File: src/core/casd_defines.vh
`ifndef CASD_DEFINES_VH
`define CASD_DEFINES_VH
// ----------------------------------------
// register byte offsets
// ----------------------------------------
// status and core control keep their index; byte address is four times it
`define CASD_IDX_STATUS     12'h042
`define CASD_IDX_CORE       12'h044
`define CASD_OFS_STATUS     12'h108
`define CASD_OFS_CORE       12'h110
`define CASD_OFS_OPA        12'h180
`define CASD_OFS_OPB        12'h184
`define CASD_OFS_CMD        12'h188
`define CASD_OFS_RESULT     12'h18c
`define CASD_OFS_RESHI      12'h190
`define CASD_OFS_BUSY       12'h194
`define CASD_OFS_WREG       12'h200
// ----------------------------------------
// status word fields
// ----------------------------------------
`define CASD_SR_C           0
`define CASD_SR_Z           1
`define CASD_SR_OV          2
`define CASD_SR_N           3
`define CASD_SR_LOOP        4
`define CASD_SR_PRI_LO      5
`define CASD_SR_PRI_HI      7
`define CASD_SR_DC          8
`define CASD_SR_RESET       16'h0000
// ----------------------------------------
// core control fields
// ----------------------------------------
`define CASD_CC_WIN         2
`define CASD_CC_UPPER       3
`define CASD_CC_RESET       16'h0000
// ----------------------------------------
// command field layout and opcodes
// ----------------------------------------
`define CASD_CMD_OP_HI      3
`define CASD_CMD_BYTE       4
`define CASD_CMD_DST_MEM    5
`define CASD_CMD_SRC_MEM    6
`define CASD_CMD_SIGNA      7
`define CASD_CMD_SIGNB      8
`define CASD_CMD_LONG       9
`define CASD_CMD_RA_LO      12
`define CASD_CMD_RB_LO      16
`define CASD_CMD_RD_LO      20
`define CASD_CMD_LIT_LO     24
`define CASD_OP_ADD         4'h0
`define CASD_OP_SUB         4'h1
`define CASD_OP_AND         4'h2
`define CASD_OP_OR          4'h3
`define CASD_OP_XOR         4'h4
`define CASD_OP_SHIFT       4'h5
`define CASD_OP_MUL         4'h6
`define CASD_OP_MULLIT      4'h7
`define CASD_OP_DIV         4'h8
`define CASD_OP_MUL8        4'h9
// ----------------------------------------
// timing counts
// ----------------------------------------
`define CASD_DIV_BITS       5'h10
`define CASD_DIV_TOTAL      5'h13
`endif

File: src/core/casd_datapath.v
// Operation
// - 16-bit alu adds, subtracts, shifts, logic ops
// - byte or word operand size per command
// - first operand from memory, register array or opA; second from opB
// - half carry from bit 4 or 8
// - carry from result msb
// - subtraction carries act as borrows
// - 3-bit priority field in status 7:5
// - upper priority bit above field disables user
// - priority field read-only while nesting disabled
// - status bit 4 shows repeat loop
// - core bit 2 enables program window
// - unimplemented bits read zero, ignore writes
// - 17x17 multiplier, sign modes, 8x8 mode
// - multiply by 5-bit unsigned literal
// - 32/16 and 16/16 signed/unsigned division
// - quotient to reg zero, remainder reg one
// - any divisor reg, even pair dividend
// - one cycle per divisor bit
// - divide totals 19 cycles, interruptible
// - single-cycle shifts up to 16 bits
// - signed amount: positive right, negative left
`include "casd_defines.vh"
`default_nettype none
module casd_datapath (
    input  wire        clock,
    input  wire        arst_n,
    input  wire        psel,
    input  wire        penable,
    input  wire        pwrite,
    input  wire [11:0] paddr,
    input  wire [31:0] pwdata,
    input  wire [3:0]  pstrb,
    output reg  [31:0] prdata,
    output reg         pready,
    output reg         pslverr,
    input  wire        nestingDisable,
    input  wire        raisePriority,
    input  wire        divHold,
    input  wire [15:0] memRdata,
    output reg  [15:0] memWdata,
    output reg         memWe,
    output reg         programWindowEnable,
    output reg         userIrqDisable,
    output reg  [3:0]  cpuPriority
);
// ----------------------------------------
// state
// ----------------------------------------
localparam [2:0] ST_IDLE = 3'b001;
localparam [2:0] ST_DIV  = 3'b010;
localparam [2:0] ST_TAIL = 3'b100;
localparam [15:0] SR_RST = `CASD_SR_RESET;
localparam [15:0] CC_RST = `CASD_CC_RESET;
reg  [15:0] wreg_q [0:15];
reg  [8:0]  sr_q;
reg         upper_q;
reg         win_q;
reg  [15:0] opA_q;
reg  [15:0] opB_q;
reg  [31:0] cmd_q;
reg  [15:0] res_q;
reg  [15:0] resHi_q;
reg  [2:0]  state_q;
reg  [4:0]  cnt_q;
reg  [31:0] rem_q;
reg  [15:0] quo_q;
reg  [15:0] dvs_q;
reg         negQ_q;
reg         negR_q;
wire        wrEn  = psel & penable & pwrite;
wire [3:0]  op    = cmd_q[`CASD_CMD_OP_HI:0];
wire        isByte = cmd_q[`CASD_CMD_BYTE];
wire        sA    = cmd_q[`CASD_CMD_SIGNA];
wire        sB    = cmd_q[`CASD_CMD_SIGNB];
wire [3:0]  ra    = cmd_q[`CASD_CMD_RA_LO+3:`CASD_CMD_RA_LO];
wire [3:0]  rb    = cmd_q[`CASD_CMD_RB_LO+3:`CASD_CMD_RB_LO];
wire [3:0]  rd    = cmd_q[`CASD_CMD_RD_LO+3:`CASD_CMD_RD_LO];
wire [4:0]  lit   = cmd_q[`CASD_CMD_LIT_LO+4:`CASD_CMD_LIT_LO];
wire        cmdGo = wrEn & (paddr == `CASD_OFS_CMD) & (state_q == ST_IDLE);
// ----------------------------------------
// operand fetch
// ----------------------------------------
reg  [15:0] a;
reg  [15:0] b;
always @* begin
    a = cmd_q[`CASD_CMD_SRC_MEM] ? memRdata : wreg_q[ra];
    b = opB_q;
    if (cmd_q[`CASD_CMD_SRC_MEM] == 1'b0 && opA_q != 16'h0000) begin
        a = opA_q;
    end
end
// ----------------------------------------
// alu
// ----------------------------------------
reg  [16:0] sum;
reg  [15:0] r;
reg  [15:0] hc;
reg         fC;
reg         fDC;
reg         fOV;
reg  [15:0] mB;
reg         msbA;
reg         msbB;
reg         msbR;
reg  [31:0] shr;
reg  [15:0] mag;
reg  signed [33:0] prod;
always @* begin
    mB   = (op == `CASD_OP_SUB) ? ~b : b;
    sum  = {1'b0, a} + {1'b0, mB} + {16'h0000, op == `CASD_OP_SUB};
    hc   = a ^ mB ^ sum[15:0];
    r    = sum[15:0];
    fC   = isByte ? hc[8] ^ 1'b0 : sum[16];
    if (isByte) begin
        fC = (a[7:0] + mB[7:0] + {7'h00, op == `CASD_OP_SUB}) > 9'h0ff;
    end
    fDC  = isByte ? hc[4] : hc[8];
    if (op == `CASD_OP_SUB) begin
        fC  = ~fC;
        fDC = ~fDC;
    end
    msbA = isByte ? a[7] : a[15];
    msbB = isByte ? mB[7] : mB[15];
    shr  = 32'h00000000;
    mag  = 16'h0000;
    prod = 34'h000000000;
    case (op)
        `CASD_OP_AND: r = a & b;
        `CASD_OP_OR:  r = a | b;
        `CASD_OP_XOR: r = a ^ b;
        `CASD_OP_SHIFT: begin
            // signed amount, one cycle barrel
            mag = b[15] ? (~b + 16'h0001) : b;
            if (b[15]) begin
                r = (mag > 16'h0010) ? 16'h0000 : a << mag[4:0];
            end else begin
                shr = {{16{sA & a[15]}}, a} >> mag[4:0];
                r   = (mag > 16'h0010) ? {16{sA & a[15]}} : shr[15:0];
            end
        end
        `CASD_OP_MUL: begin
            // 17x17 signed product covers all sign mixes
            prod = $signed({sA & a[15], a}) * $signed({sB & b[15], b});
            r    = prod[15:0];
        end
        `CASD_OP_MULLIT: begin
            prod = $signed({sA & a[15], a}) * $signed({12'h000, lit});
            r    = prod[15:0];
        end
        `CASD_OP_MUL8: begin
            prod = $signed({9'h000, a[7:0]}) * $signed({9'h000, b[7:0]});
            r    = prod[15:0];
        end
        default: ;
    endcase
    if (isByte) begin
        r[15:8] = a[15:8];
    end
    msbR = isByte ? r[7] : r[15];
    fOV  = (msbA == msbB) & (msbR != msbA);
end
wire isArith = (op == `CASD_OP_ADD) | (op == `CASD_OP_SUB);
wire zeroRes = isByte ? (r[7:0] == 8'h00) : (r == 16'h0000);
// ----------------------------------------
// divider: one cycle per divisor bit
// ----------------------------------------
wire [31:0] dvdW = cmd_q[`CASD_CMD_LONG] ? {wreg_q[{rb[3:1], 1'b1}], wreg_q[{rb[3:1], 1'b0}]}
                                         : {{16{sA & wreg_q[rb][15]}}, wreg_q[rb]};
wire [15:0] dvsW = wreg_q[ra];
wire [31:0] dvdAbs = (sA & dvdW[31]) ? (~dvdW + 32'h00000001) : dvdW;
wire [15:0] dvsAbs = (sA & dvsW[15]) ? (~dvsW + 16'h0001) : dvsW;
wire [16:0] trial = {rem_q[31:15]} - {1'b0, dvs_q};
wire [15:0] quoOut = negQ_q ? (~quo_q + 16'h0001) : quo_q;
wire [15:0] remOut = negR_q ? (~rem_q[31:16] + 16'h0001) : rem_q[31:16];
integer i;
always @(posedge clock or negedge arst_n) begin
    if (!arst_n) begin
        for (i = 0; i < 16; i = i + 1) begin
            wreg_q[i] <= 16'h0000;
        end
        sr_q     <= SR_RST[8:0];
        upper_q  <= CC_RST[`CASD_CC_UPPER];
        win_q    <= CC_RST[`CASD_CC_WIN];
        opA_q    <= 16'h0000;
        opB_q    <= 16'h0000;
        cmd_q    <= 32'h00000000;
        res_q    <= 16'h0000;
        resHi_q  <= 16'h0000;
        state_q  <= ST_IDLE;
        cnt_q    <= 5'h00;
        rem_q    <= 32'h00000000;
        quo_q    <= 16'h0000;
        dvs_q    <= 16'h0000;
        negQ_q   <= 1'b0;
        negR_q   <= 1'b0;
        memWe    <= 1'b0;
        memWdata <= 16'h0000;
    end else begin
        memWe <= 1'b0;
        // ----------------------------------------
        // register writes
        // ----------------------------------------
        if (wrEn && paddr == `CASD_OFS_STATUS) begin
            if (pstrb[0]) begin
                sr_q[3:0] <= pwdata[3:0];
                if (!nestingDisable) begin
                    sr_q[7:5] <= pwdata[7:5];
                end
            end
            if (pstrb[1]) begin
                sr_q[8] <= pwdata[8];
            end
        end
        if (wrEn && paddr == `CASD_OFS_CORE && pstrb[0]) begin
            win_q <= pwdata[`CASD_CC_WIN];
            if (!pwdata[`CASD_CC_UPPER]) begin
                upper_q <= 1'b0;
            end
        end
        if (raisePriority) begin
            upper_q <= 1'b1;
        end
        if (wrEn && paddr == `CASD_OFS_OPA) begin
            opA_q <= pwdata[15:0];
        end
        if (wrEn && paddr == `CASD_OFS_OPB) begin
            opB_q <= pwdata[15:0];
        end
        if (wrEn && paddr[11:6] == `CASD_OFS_WREG >> 6 && state_q == ST_IDLE) begin
            wreg_q[paddr[5:2]] <= pwdata[15:0];
        end
        if (cmdGo) begin
            cmd_q <= pwdata;
        end
        // ----------------------------------------
        // execute
        // ----------------------------------------
        case (state_q)
            ST_IDLE: begin
                if (cmdGo && pwdata[`CASD_CMD_OP_HI:0] == `CASD_OP_DIV) begin
                    state_q <= ST_DIV;
                    cnt_q   <= 5'h00;
                end else if (cmdGo) begin
                    state_q <= ST_TAIL;
                    cnt_q   <= 5'h00;
                end
            end
            ST_DIV: begin
                sr_q[`CASD_SR_LOOP] <= 1'b1;
                if (!divHold) begin
                    cnt_q <= cnt_q + 5'h01;
                    if (cnt_q == 5'h00) begin
                        rem_q  <= dvdAbs;
                        dvs_q  <= dvsAbs;
                        negQ_q <= sA & (dvdW[31] ^ dvsW[15]);
                        negR_q <= sA & dvdW[31];
                    end else if (cnt_q <= `CASD_DIV_BITS) begin
                        // restoring step, one quotient bit per cycle
                        if (!trial[16]) begin
                            rem_q <= {trial[15:0], rem_q[14:0], 1'b0};
                            quo_q <= {quo_q[14:0], 1'b1};
                        end else begin
                            rem_q <= {rem_q[30:0], 1'b0};
                            quo_q <= {quo_q[14:0], 1'b0};
                        end
                    end else if (cnt_q == `CASD_DIV_TOTAL - 5'h01) begin
                        wreg_q[0] <= quoOut;
                        wreg_q[1] <= remOut;
                        res_q     <= quoOut;
                        resHi_q   <= remOut;
                        state_q   <= ST_IDLE;
                        sr_q[`CASD_SR_LOOP] <= 1'b0;
                    end
                end
            end
            ST_TAIL: begin
                state_q <= ST_IDLE;
                res_q   <= r;
                resHi_q <= prod[31:16];
                if (cmd_q[`CASD_CMD_DST_MEM]) begin
                    memWe    <= 1'b1;
                    memWdata <= r;
                end else begin
                    wreg_q[rd] <= r;
                end
                sr_q[`CASD_SR_N] <= msbR;
                sr_q[`CASD_SR_Z] <= zeroRes;
                if (isArith) begin
                    sr_q[`CASD_SR_C]  <= fC;
                    sr_q[`CASD_SR_DC] <= fDC;
                    sr_q[`CASD_SR_OV] <= fOV;
                end
            end
            default: state_q <= ST_IDLE;
        endcase
    end
end
// ----------------------------------------
// apb read side and pin outputs
// ----------------------------------------
reg [31:0] rdMux;
always @* begin
    case (paddr)
        `CASD_OFS_STATUS: rdMux = {23'h000000, sr_q};
        `CASD_OFS_CORE:   rdMux = {28'h0000000, upper_q, win_q, 2'b00};
        `CASD_OFS_OPA:    rdMux = {16'h0000, opA_q};
        `CASD_OFS_OPB:    rdMux = {16'h0000, opB_q};
        `CASD_OFS_CMD:    rdMux = cmd_q;
        `CASD_OFS_RESULT: rdMux = {16'h0000, res_q};
        `CASD_OFS_RESHI:  rdMux = {16'h0000, resHi_q};
        `CASD_OFS_BUSY:   rdMux = {29'h00000000, state_q};
        default:          rdMux = (paddr[11:6] == `CASD_OFS_WREG >> 6) ? {16'h0000, wreg_q[paddr[5:2]]}
                                                                     : 32'h00000000;
    endcase
end
wire mapped = (paddr[11:6] == `CASD_OFS_WREG >> 6) | (paddr == `CASD_OFS_STATUS) | (paddr == `CASD_OFS_CORE)
            | (paddr >= `CASD_OFS_OPA && paddr <= `CASD_OFS_BUSY && paddr[1:0] == 2'b00);
always @(posedge clock or negedge arst_n) begin
    if (!arst_n) begin
        prdata              <= 32'h00000000;
        pready              <= 1'b0;
        pslverr             <= 1'b0;
        programWindowEnable <= 1'b0;
        userIrqDisable      <= 1'b0;
        cpuPriority         <= 4'h0;
    end else begin
        // no wait state; read data is taken into a flop during setup
        pready  <= psel & ~penable;
        pslverr <= psel & ~penable & ~mapped;
        // writes answer zero so an error answer never carries stale data
        if (psel & ~penable) begin
            prdata <= pwrite ? 32'h00000000 : rdMux;
        end
        programWindowEnable <= win_q;
        cpuPriority         <= {upper_q, sr_q[`CASD_SR_PRI_HI:`CASD_SR_PRI_LO]};
        userIrqDisable      <= upper_q | (sr_q[`CASD_SR_PRI_HI:`CASD_SR_PRI_LO] == 3'h7);
    end
end
endmodule
`default_nettype wire

File: config.mk
export PLATFORM = sky130hd
export DESIGN_NAME = casd_datapath
export DESIGN_NICKNAME = d
export VERILOG_FILES = /design/src/core/casd_datapath.v
export VERILOG_INCLUDE_DIRS = /design/src /design/src/core
export SDC_FILE = /design/constraint.sdc
export NUM_CORES = 2
export LEC_CHECK = 0
export BUFFER_PORTS_ARGS = -buffer_cell sky130_fd_sc_hd__buf_4
export CAP_MARGIN = 20
export CORE_MARGIN = 8
export CORE_UTILIZATION = 55
export DETAILED_ROUTE_END_ITERATION = 8
export PLACE_DENSITY_LB_ADDON = 0.3
export SYNTH_ARGS = -nofsm -noshare
export SYNTH_HDL_FRONTEND = slang
export SYNTH_SLANG_ARGS = --single-unit
File: constraint.sdc
create_clock -name clock -period 16.9 [get_ports clock]
set_clock_uncertainty 0.05 [all_clocks]
set_input_delay 3.38 -clock clock [delete_from_list [all_inputs] [get_ports clock]]
set_output_delay 3.38 -clock clock [all_outputs]
set_load 0.05 [all_outputs]
Word-level counts from Yosys, hierarchy flattened
Index checks and enable logic that the tools add are counted.
{ "totals": {"reg_bits": 494, "input_bits": 72, "output_inout_bits": 57, "word_cells": 280} }
{ "classes": {"add_sub_neg": 11, "mul": 3, "n_lt_le_gt_ge": 13, "n_eq_ne": 31, "shift": 2, "mux": 100, "bitwise_logic": 43, "reduce_logical": 35} }
{ "op_table": {"columns": ["cell", "n"], "rows": [
  ["bitwise mux 256 bit", 2],
  ["2-to-1 mux 256 bit", 2],
  ["2-to-1 mux 16 bit", 31],
  ["binary-select mux 16 bit (select 4 bit)", 5],
  ["2-to-1 mux 32 bit", 10],
  ["one-hot mux 32 bit (8 select lines)", 1],
  ["2-to-1 mux 224 bit", 1],
  ["demux 16 bit (select 4 bit)", 2],
  ["one-hot mux 16 bit (7 select lines)", 1],
  ["equality test 12 x 9 -> 1 bit (second input constant)", 8],
  ["one-hot mux 32 bit (3 select lines)", 1],
  ["adder 16 x 1 -> 16 bit (second input constant)", 4],
  ["inverter 16 bit", 4],
  ["one-hot mux 16 bit (2 select lines)", 2],
  ["one-hot mux 32 bit (2 select lines)", 1],
  ["adder 32 x 1 -> 32 bit (second input constant)", 1],
  ["multiplier 17 x 17 -> 32 bit", 1],
  ["inverter 32 bit", 1],
  [">> shifter 32 x 5 -> 16 bit", 1],
  ["greater-or-equal comparator 5 bit (second input constant)", 6],
  ["inverter 4 -> 5 bit", 6],
  ["2-to-1 mux 3 bit", 8],
  ["multiplier 17 x 6 -> 23 bit", 1],
  ["2-to-1 mux 1 bit", 23],
  ["53 further kinds", 115]
]} }

Longest topological paths before layout
{ "logic_depth": {"ltp_word": 17, "depth_mapped": 37, "depth_no_buf": 33} }

Worst setup path before layout
No wires, ideal clock.
{ "synth_timing": {"path_kind": "input to register", "start": "in memRdata[4]", "end": "reg resHi_q[15]", "setup_time_ns": 0.126, "arrival_time_ns": 10.241, "required_ns": 16.724, "setup_slack_ns": 6.482, "stages": 28, "n_path_buf": 2, "cell_sequence": "mux2_2 > a41oi_1 > nand2_1 > clkbuf_1 > buf_1 > ha_1 > fa_1 > inv_1 > fa_1 > inv_1 > ha_1 > inv_1 > fa_1 > fa_1 > fa_1 > inv_1 > ha_1 > o21ai_0 > nand2b_1 > and3_1 > a221oi_1 > o21ai_0 > a221oi_1 > o41ai_1 > o41ai_1 > o21ai_0 > xnor2_1 > a311o_1"} }
{ "synth_via": {"elab_chain_cells": 5, "word_cells_on_any_way": 6, "classes_between": "2 x mul; 4 x mux"} }
{ "synth_lines": {"columns": ["item", "line", "rtl"], "rows": [
  ["start, declared", "casd_datapath.v:40", "input wire [15:0] memRdata,"],
  ["2-to-1 mux 16 bit *", "casd_datapath.v:87", "a = cmd_q[`CASD_CMD_SRC_MEM] ? memRdata : wreg_q[ra];"],
  ["2-to-1 mux 16 bit *", "casd_datapath.v:89", "if (cmd_q[`CASD_CMD_SRC_MEM] == 1'b0 && opA_q != 16'h0000) begin"],
  ["multiplier 17 x 6 -> 23 bit or multiplier 17 x 17 -> 32 bit (tied branches)", "casd_datapath.v:148, casd_datapath.v:144", null],
  ["one-hot mux 32 bit (3 select lines) *", "casd_datapath.v:128", "case (op)"],
  ["one-hot mux 16 bit (2 select lines) *", "casd_datapath.v:239", "case (state_q)"],
  ["end signal, assigned", "casd_datapath.v:271", "resHi_q <= remOut;"],
  ["end signal, assigned", "casd_datapath.v:280", "resHi_q <= prod[31:16];"],
  ["end, declared", "casd_datapath.v:63", "reg [15:0] resHi_q;"]
]} }
Mark *: on every way between the ends. The rest lies on a longest branch, timed or not.
A chain may end at the register's enable or synchronous reset.

Final worst setup path
{ "layout_timing": {"start": "in memRdata[3]", "end": "reg wreg_q[255] (netlist name)"} }
{ "layout_via": {"elab_chain_cells": 10, "word_cells_on_any_way": 17, "classes_between": "2 x add/sub; 3 x mul; 2 x shift; 10 x mux"} }
{ "layout_lines": {"columns": ["item", "line", "rtl"], "rows": [
  ["2-to-1 mux 16 bit *", "casd_datapath.v:87", null],
  ["2-to-1 mux 16 bit *", "casd_datapath.v:89", null],
  ["branches (longest 3 deep; another with multiplier 17 x 6 -> 23 bit)", null, null],
  ["one-hot mux 16 bit (7 select lines) *", "casd_datapath.v:128", null],
  ["2-to-1 mux 8 bit *", "casd_datapath.v:157", "if (isByte) begin"],
  ["bitwise mux 256 bit *", "casd_datapath.v:285", "wreg_q[rd] <= r;"],
  ["2-to-1 mux 256 bit *", "casd_datapath.v:281", "if (cmd_q[`CASD_CMD_DST_MEM]) begin"],
  ["one-hot mux 32 bit (2 select lines) *", "casd_datapath.v:239", null],
  ["end signal, assigned by index", "casd_datapath.v:231", "wreg_q[paddr[5:2]] <= pwdata[15:0];"],
  ["end signal, assigned by index", "casd_datapath.v:285", null],
  ["end, declared", "casd_datapath.v:55", "reg [15:0] wreg_q [0:15];"]
]} }
Every way passes the cells marked *.

==> results.cfg <==
[outcome]
status = finished clean

[grt]
grt_pass1_vias = 46220
gr-usage-all-layers_pct = 36.70
grt_first_pass_wirelength_mm = 298.1
antenna_found_initial = 9
grt_max_degree = 175
grt_overflow = 0

[timing]
setup_viol = 0
relSlewSlack_pct = 17.30
worstMarginPinSlew_ns = 1.228
period_share_pct = 68.74
post-route-min-period_ns = 11.62
worst_slack_ns = 5.283
slew_viol_final = 0
rsz0062_at_grt = no
finalSetupTns_ns = 0
hold_viol_final = 0
clock.fmax_ghz = 0.08608

[power]
p_leak_uw = 0.02529
p_comb_share_pct = 68.1
seq_power_share_pct = 15.9
p_int_uw = 3903
ir_worst_vdd_uv = 323.4
p_switching_uw = 3698
power.density_nw_per_um2 = 133.6
clkPwrFrac_pct = 16.1
switching_share_pct = 48.65

[logic_synthesis]
synth_compound_area_share_pct = 13.62
syn_inst = 5629
ys_seq_area_share_pct = 23.33
ys_types = 99
synth.cell_area_um2 = 53000
yosys.area_share.xor_xnor_pct = 3.074
ys_warn_count = 0
synthMuxAreaShare_pct = 21.43
ys.flop_type = dfrtp_1
synthAdderAreaFrac_pct = 18.84
ys_ff_latch = 494
synth_top_family_by_area = multiplexers
synth_simple_gate_area_share_pct = 12.67
avgSynthCellArea_um2 = 9.416
syn_nets = 6285
async_reset_ff_share_pct = 100.0
synth-edff-count = 0

[clock_network]
clock_latency_ns = 0.63
cts.sinks = 494
root_buffer = clkbuf_16
hold_buffers = 0
cts_buffer_depth = 3
cts_buffers = 51
clk_pin_slew_ns = 0.07
h-tree-depth = 2
post_cts_resized = 0
tritoncts = built
postCtsSetupBuffers = 0

[finish]
final_cell_mix = nand2_1, inv_1, dfrtp_1
final_common_cell = nand2_1
finalNetCount = 6173
regArea_um2 = 12380
syn2layout_area_growth_pct = 7.323
drive_above_1_share_pct = 17.27
nFillCells = 8268
multi_input_area_um2 = 37170
finalNonFillerCells = 6838

[critical_path]
reg2reg_depth = 31
crit_arrival_ns = 12.04
crit_path_max_fanout = 18
r2r_setup_slack_ns = 5.52
crit_top_cell = fa_1
crit_required_ns = 17.32
r2r_start = cmd_q[12]
crit_type = input port to flip-flop
crit_path_start_kind = input port
r2r_end = wreg_q[255]
max_stage_delay_ns = 0.78
cp_slowest_cell = a2111oi_2
worstSetupEndpointType = flip-flop

[placed_design]
placedCellCount = 6737
post-place-ws_ns = 4.867
hpwl_mm = 141.5
routabilityCongestion = 1.039
port_buffers = 126

[detailed_routing]
routed_via_density = 6.839
drt-wirelength-per-cell_um = 29.19
ant_nets = 0
drc = 0
drtIter0Drc = 6065
drt_first_pass_iters = 6
wl_mm = 199.6
vias = 46770

[die]
die_w_um = 326.4
die_h_um = 326.4
die_area_um2 = 106600
core_area_um2 = 96140
num_rows = 114
pin_count = 129
initial_utilization_pct = 55.13

[min_path]
worst_hold_startpoint = win_q
hp-class = flip-flop to flip-flop
holdPathStages = 0
worstHoldEndpoint = programWindowEnable

[flow_run]
max-cap-violations = 0
-- metrics by stage --
step	instance area (um2)	hold slack (ns)	power, uW	util [%]
2_1_floorplan	53000	0.3177	4782	-
3_3_place_gp	55050	0.3721	6143	57.26
3_5_place_dp	55070	0.3786	6240	57.28
4_1_cts	56830	0.3925	7507	59.12
5_1_grt	56870	0.4005	8142	59.16
6_report	56880	0.3934	7601	59.17
-- area by class of cell --
type,instances,area share (%)
multi-input cells,4175,65.34
flip-flops and latches,494,21.76
inverters,546,3.603
repair buffers,249,3.370
well taps,1276,2.807
clock buffers,72,2.611
clock inverters,22,0.4927
diodes,4,0.01760
-- synth_stat cells (32+ instances only) --
cell      instances  share of area [%]
a211oi_1         32               0.45
nor2_1          464                3.3
ha_1            227                5.4
xnor2_1         111                1.8
nand2_1         656                4.6
nor2b_1          41               0.48
xor2_1           75                1.2
and2_1           72               0.85
o22ai_1          36               0.42
nand3_1          75               0.71
dfrtp_1         493                 23
nor3_1           51               0.48
fa_1            357                 13
clkbuf_1        325                2.3
mux4_2          291                 12
inv_1           526                3.7
mux2i_1         229                4.3
o21ai_0         337                3.2
a21oi_1         307                2.9
a31oi_1          32               0.38
buf_2            34               0.32
buf_1            41               0.29
mux2_2          223                4.7
-- registers in the layout (all words and copies together), names as in the netlist, 3 cells and up --
register	cells
sr_q	9
state_q	3
memWdata	16
wreg_q	256
dvs_q	16
quo_q	16
prdata	32
opA_q	16
cmd_q	32
res_q	16
b	16
resHi_q	16
cnt_q	5
rem_q	32
cpuPriority	4
-- worst max-delay path: cells and delay by family --
kind / cells / cell delay (ns)
muxes: 1 / 0.21
AOI/OAI and AO/OA: 8 / 3.57
buffers and inverters: 6 / 1.14
adders and majority gates: 7 / 2.76
and+or+nand+nor: 5 / 0.94
-- worst max-delay path by stage --
stage	start	slack (ns)	cells after the start	end
floorplan	memRdata[4]	6.48	28	resHi_q[15]
global placement	memRdata[3]	5.08	28	resHi_q[15]
detailed placement	memRdata[3]	4.87	27	wreg_q[255]
CTS	memRdata[3]	5.53	28	resHi_q[15]
global route	memRdata[3]	5.09	28	resHi_q[15]
finish	memRdata[3]	5.28	27	wreg_q[255]
-- power groups by stage --
stage	Clock (uW)	Sequential (uW)	Combinational (uW)
detailed placement	0	1230	5010
finish	1220	1210	5170
CTS	1230	1200	5080
global route	1260	1200	5680
global placement	0	1230	4920
floorplan	0	1220	3560
-- cells by family after synthesis --
family	count (synthesis)
DFF	494
xor gates and xnor gates	186
AOI/OAI and AO/OA	1130
muxes	743
and+or+nand+nor	1532
buffers and inverters	960
adders and majority gates	584
-- per-layer routing --
layer  vias to the layer above  global-route usage, %  share of wire, %
met5                         -                      0             0.029
met4                        10                  25.59               8.9
met3                       835                  9.715                13
met2                      3329                  55.69                44
met1                     23080                  45.69                35
li1                      19510                      -                 -
No activity file was read; power rests on OpenSTA's default activity.
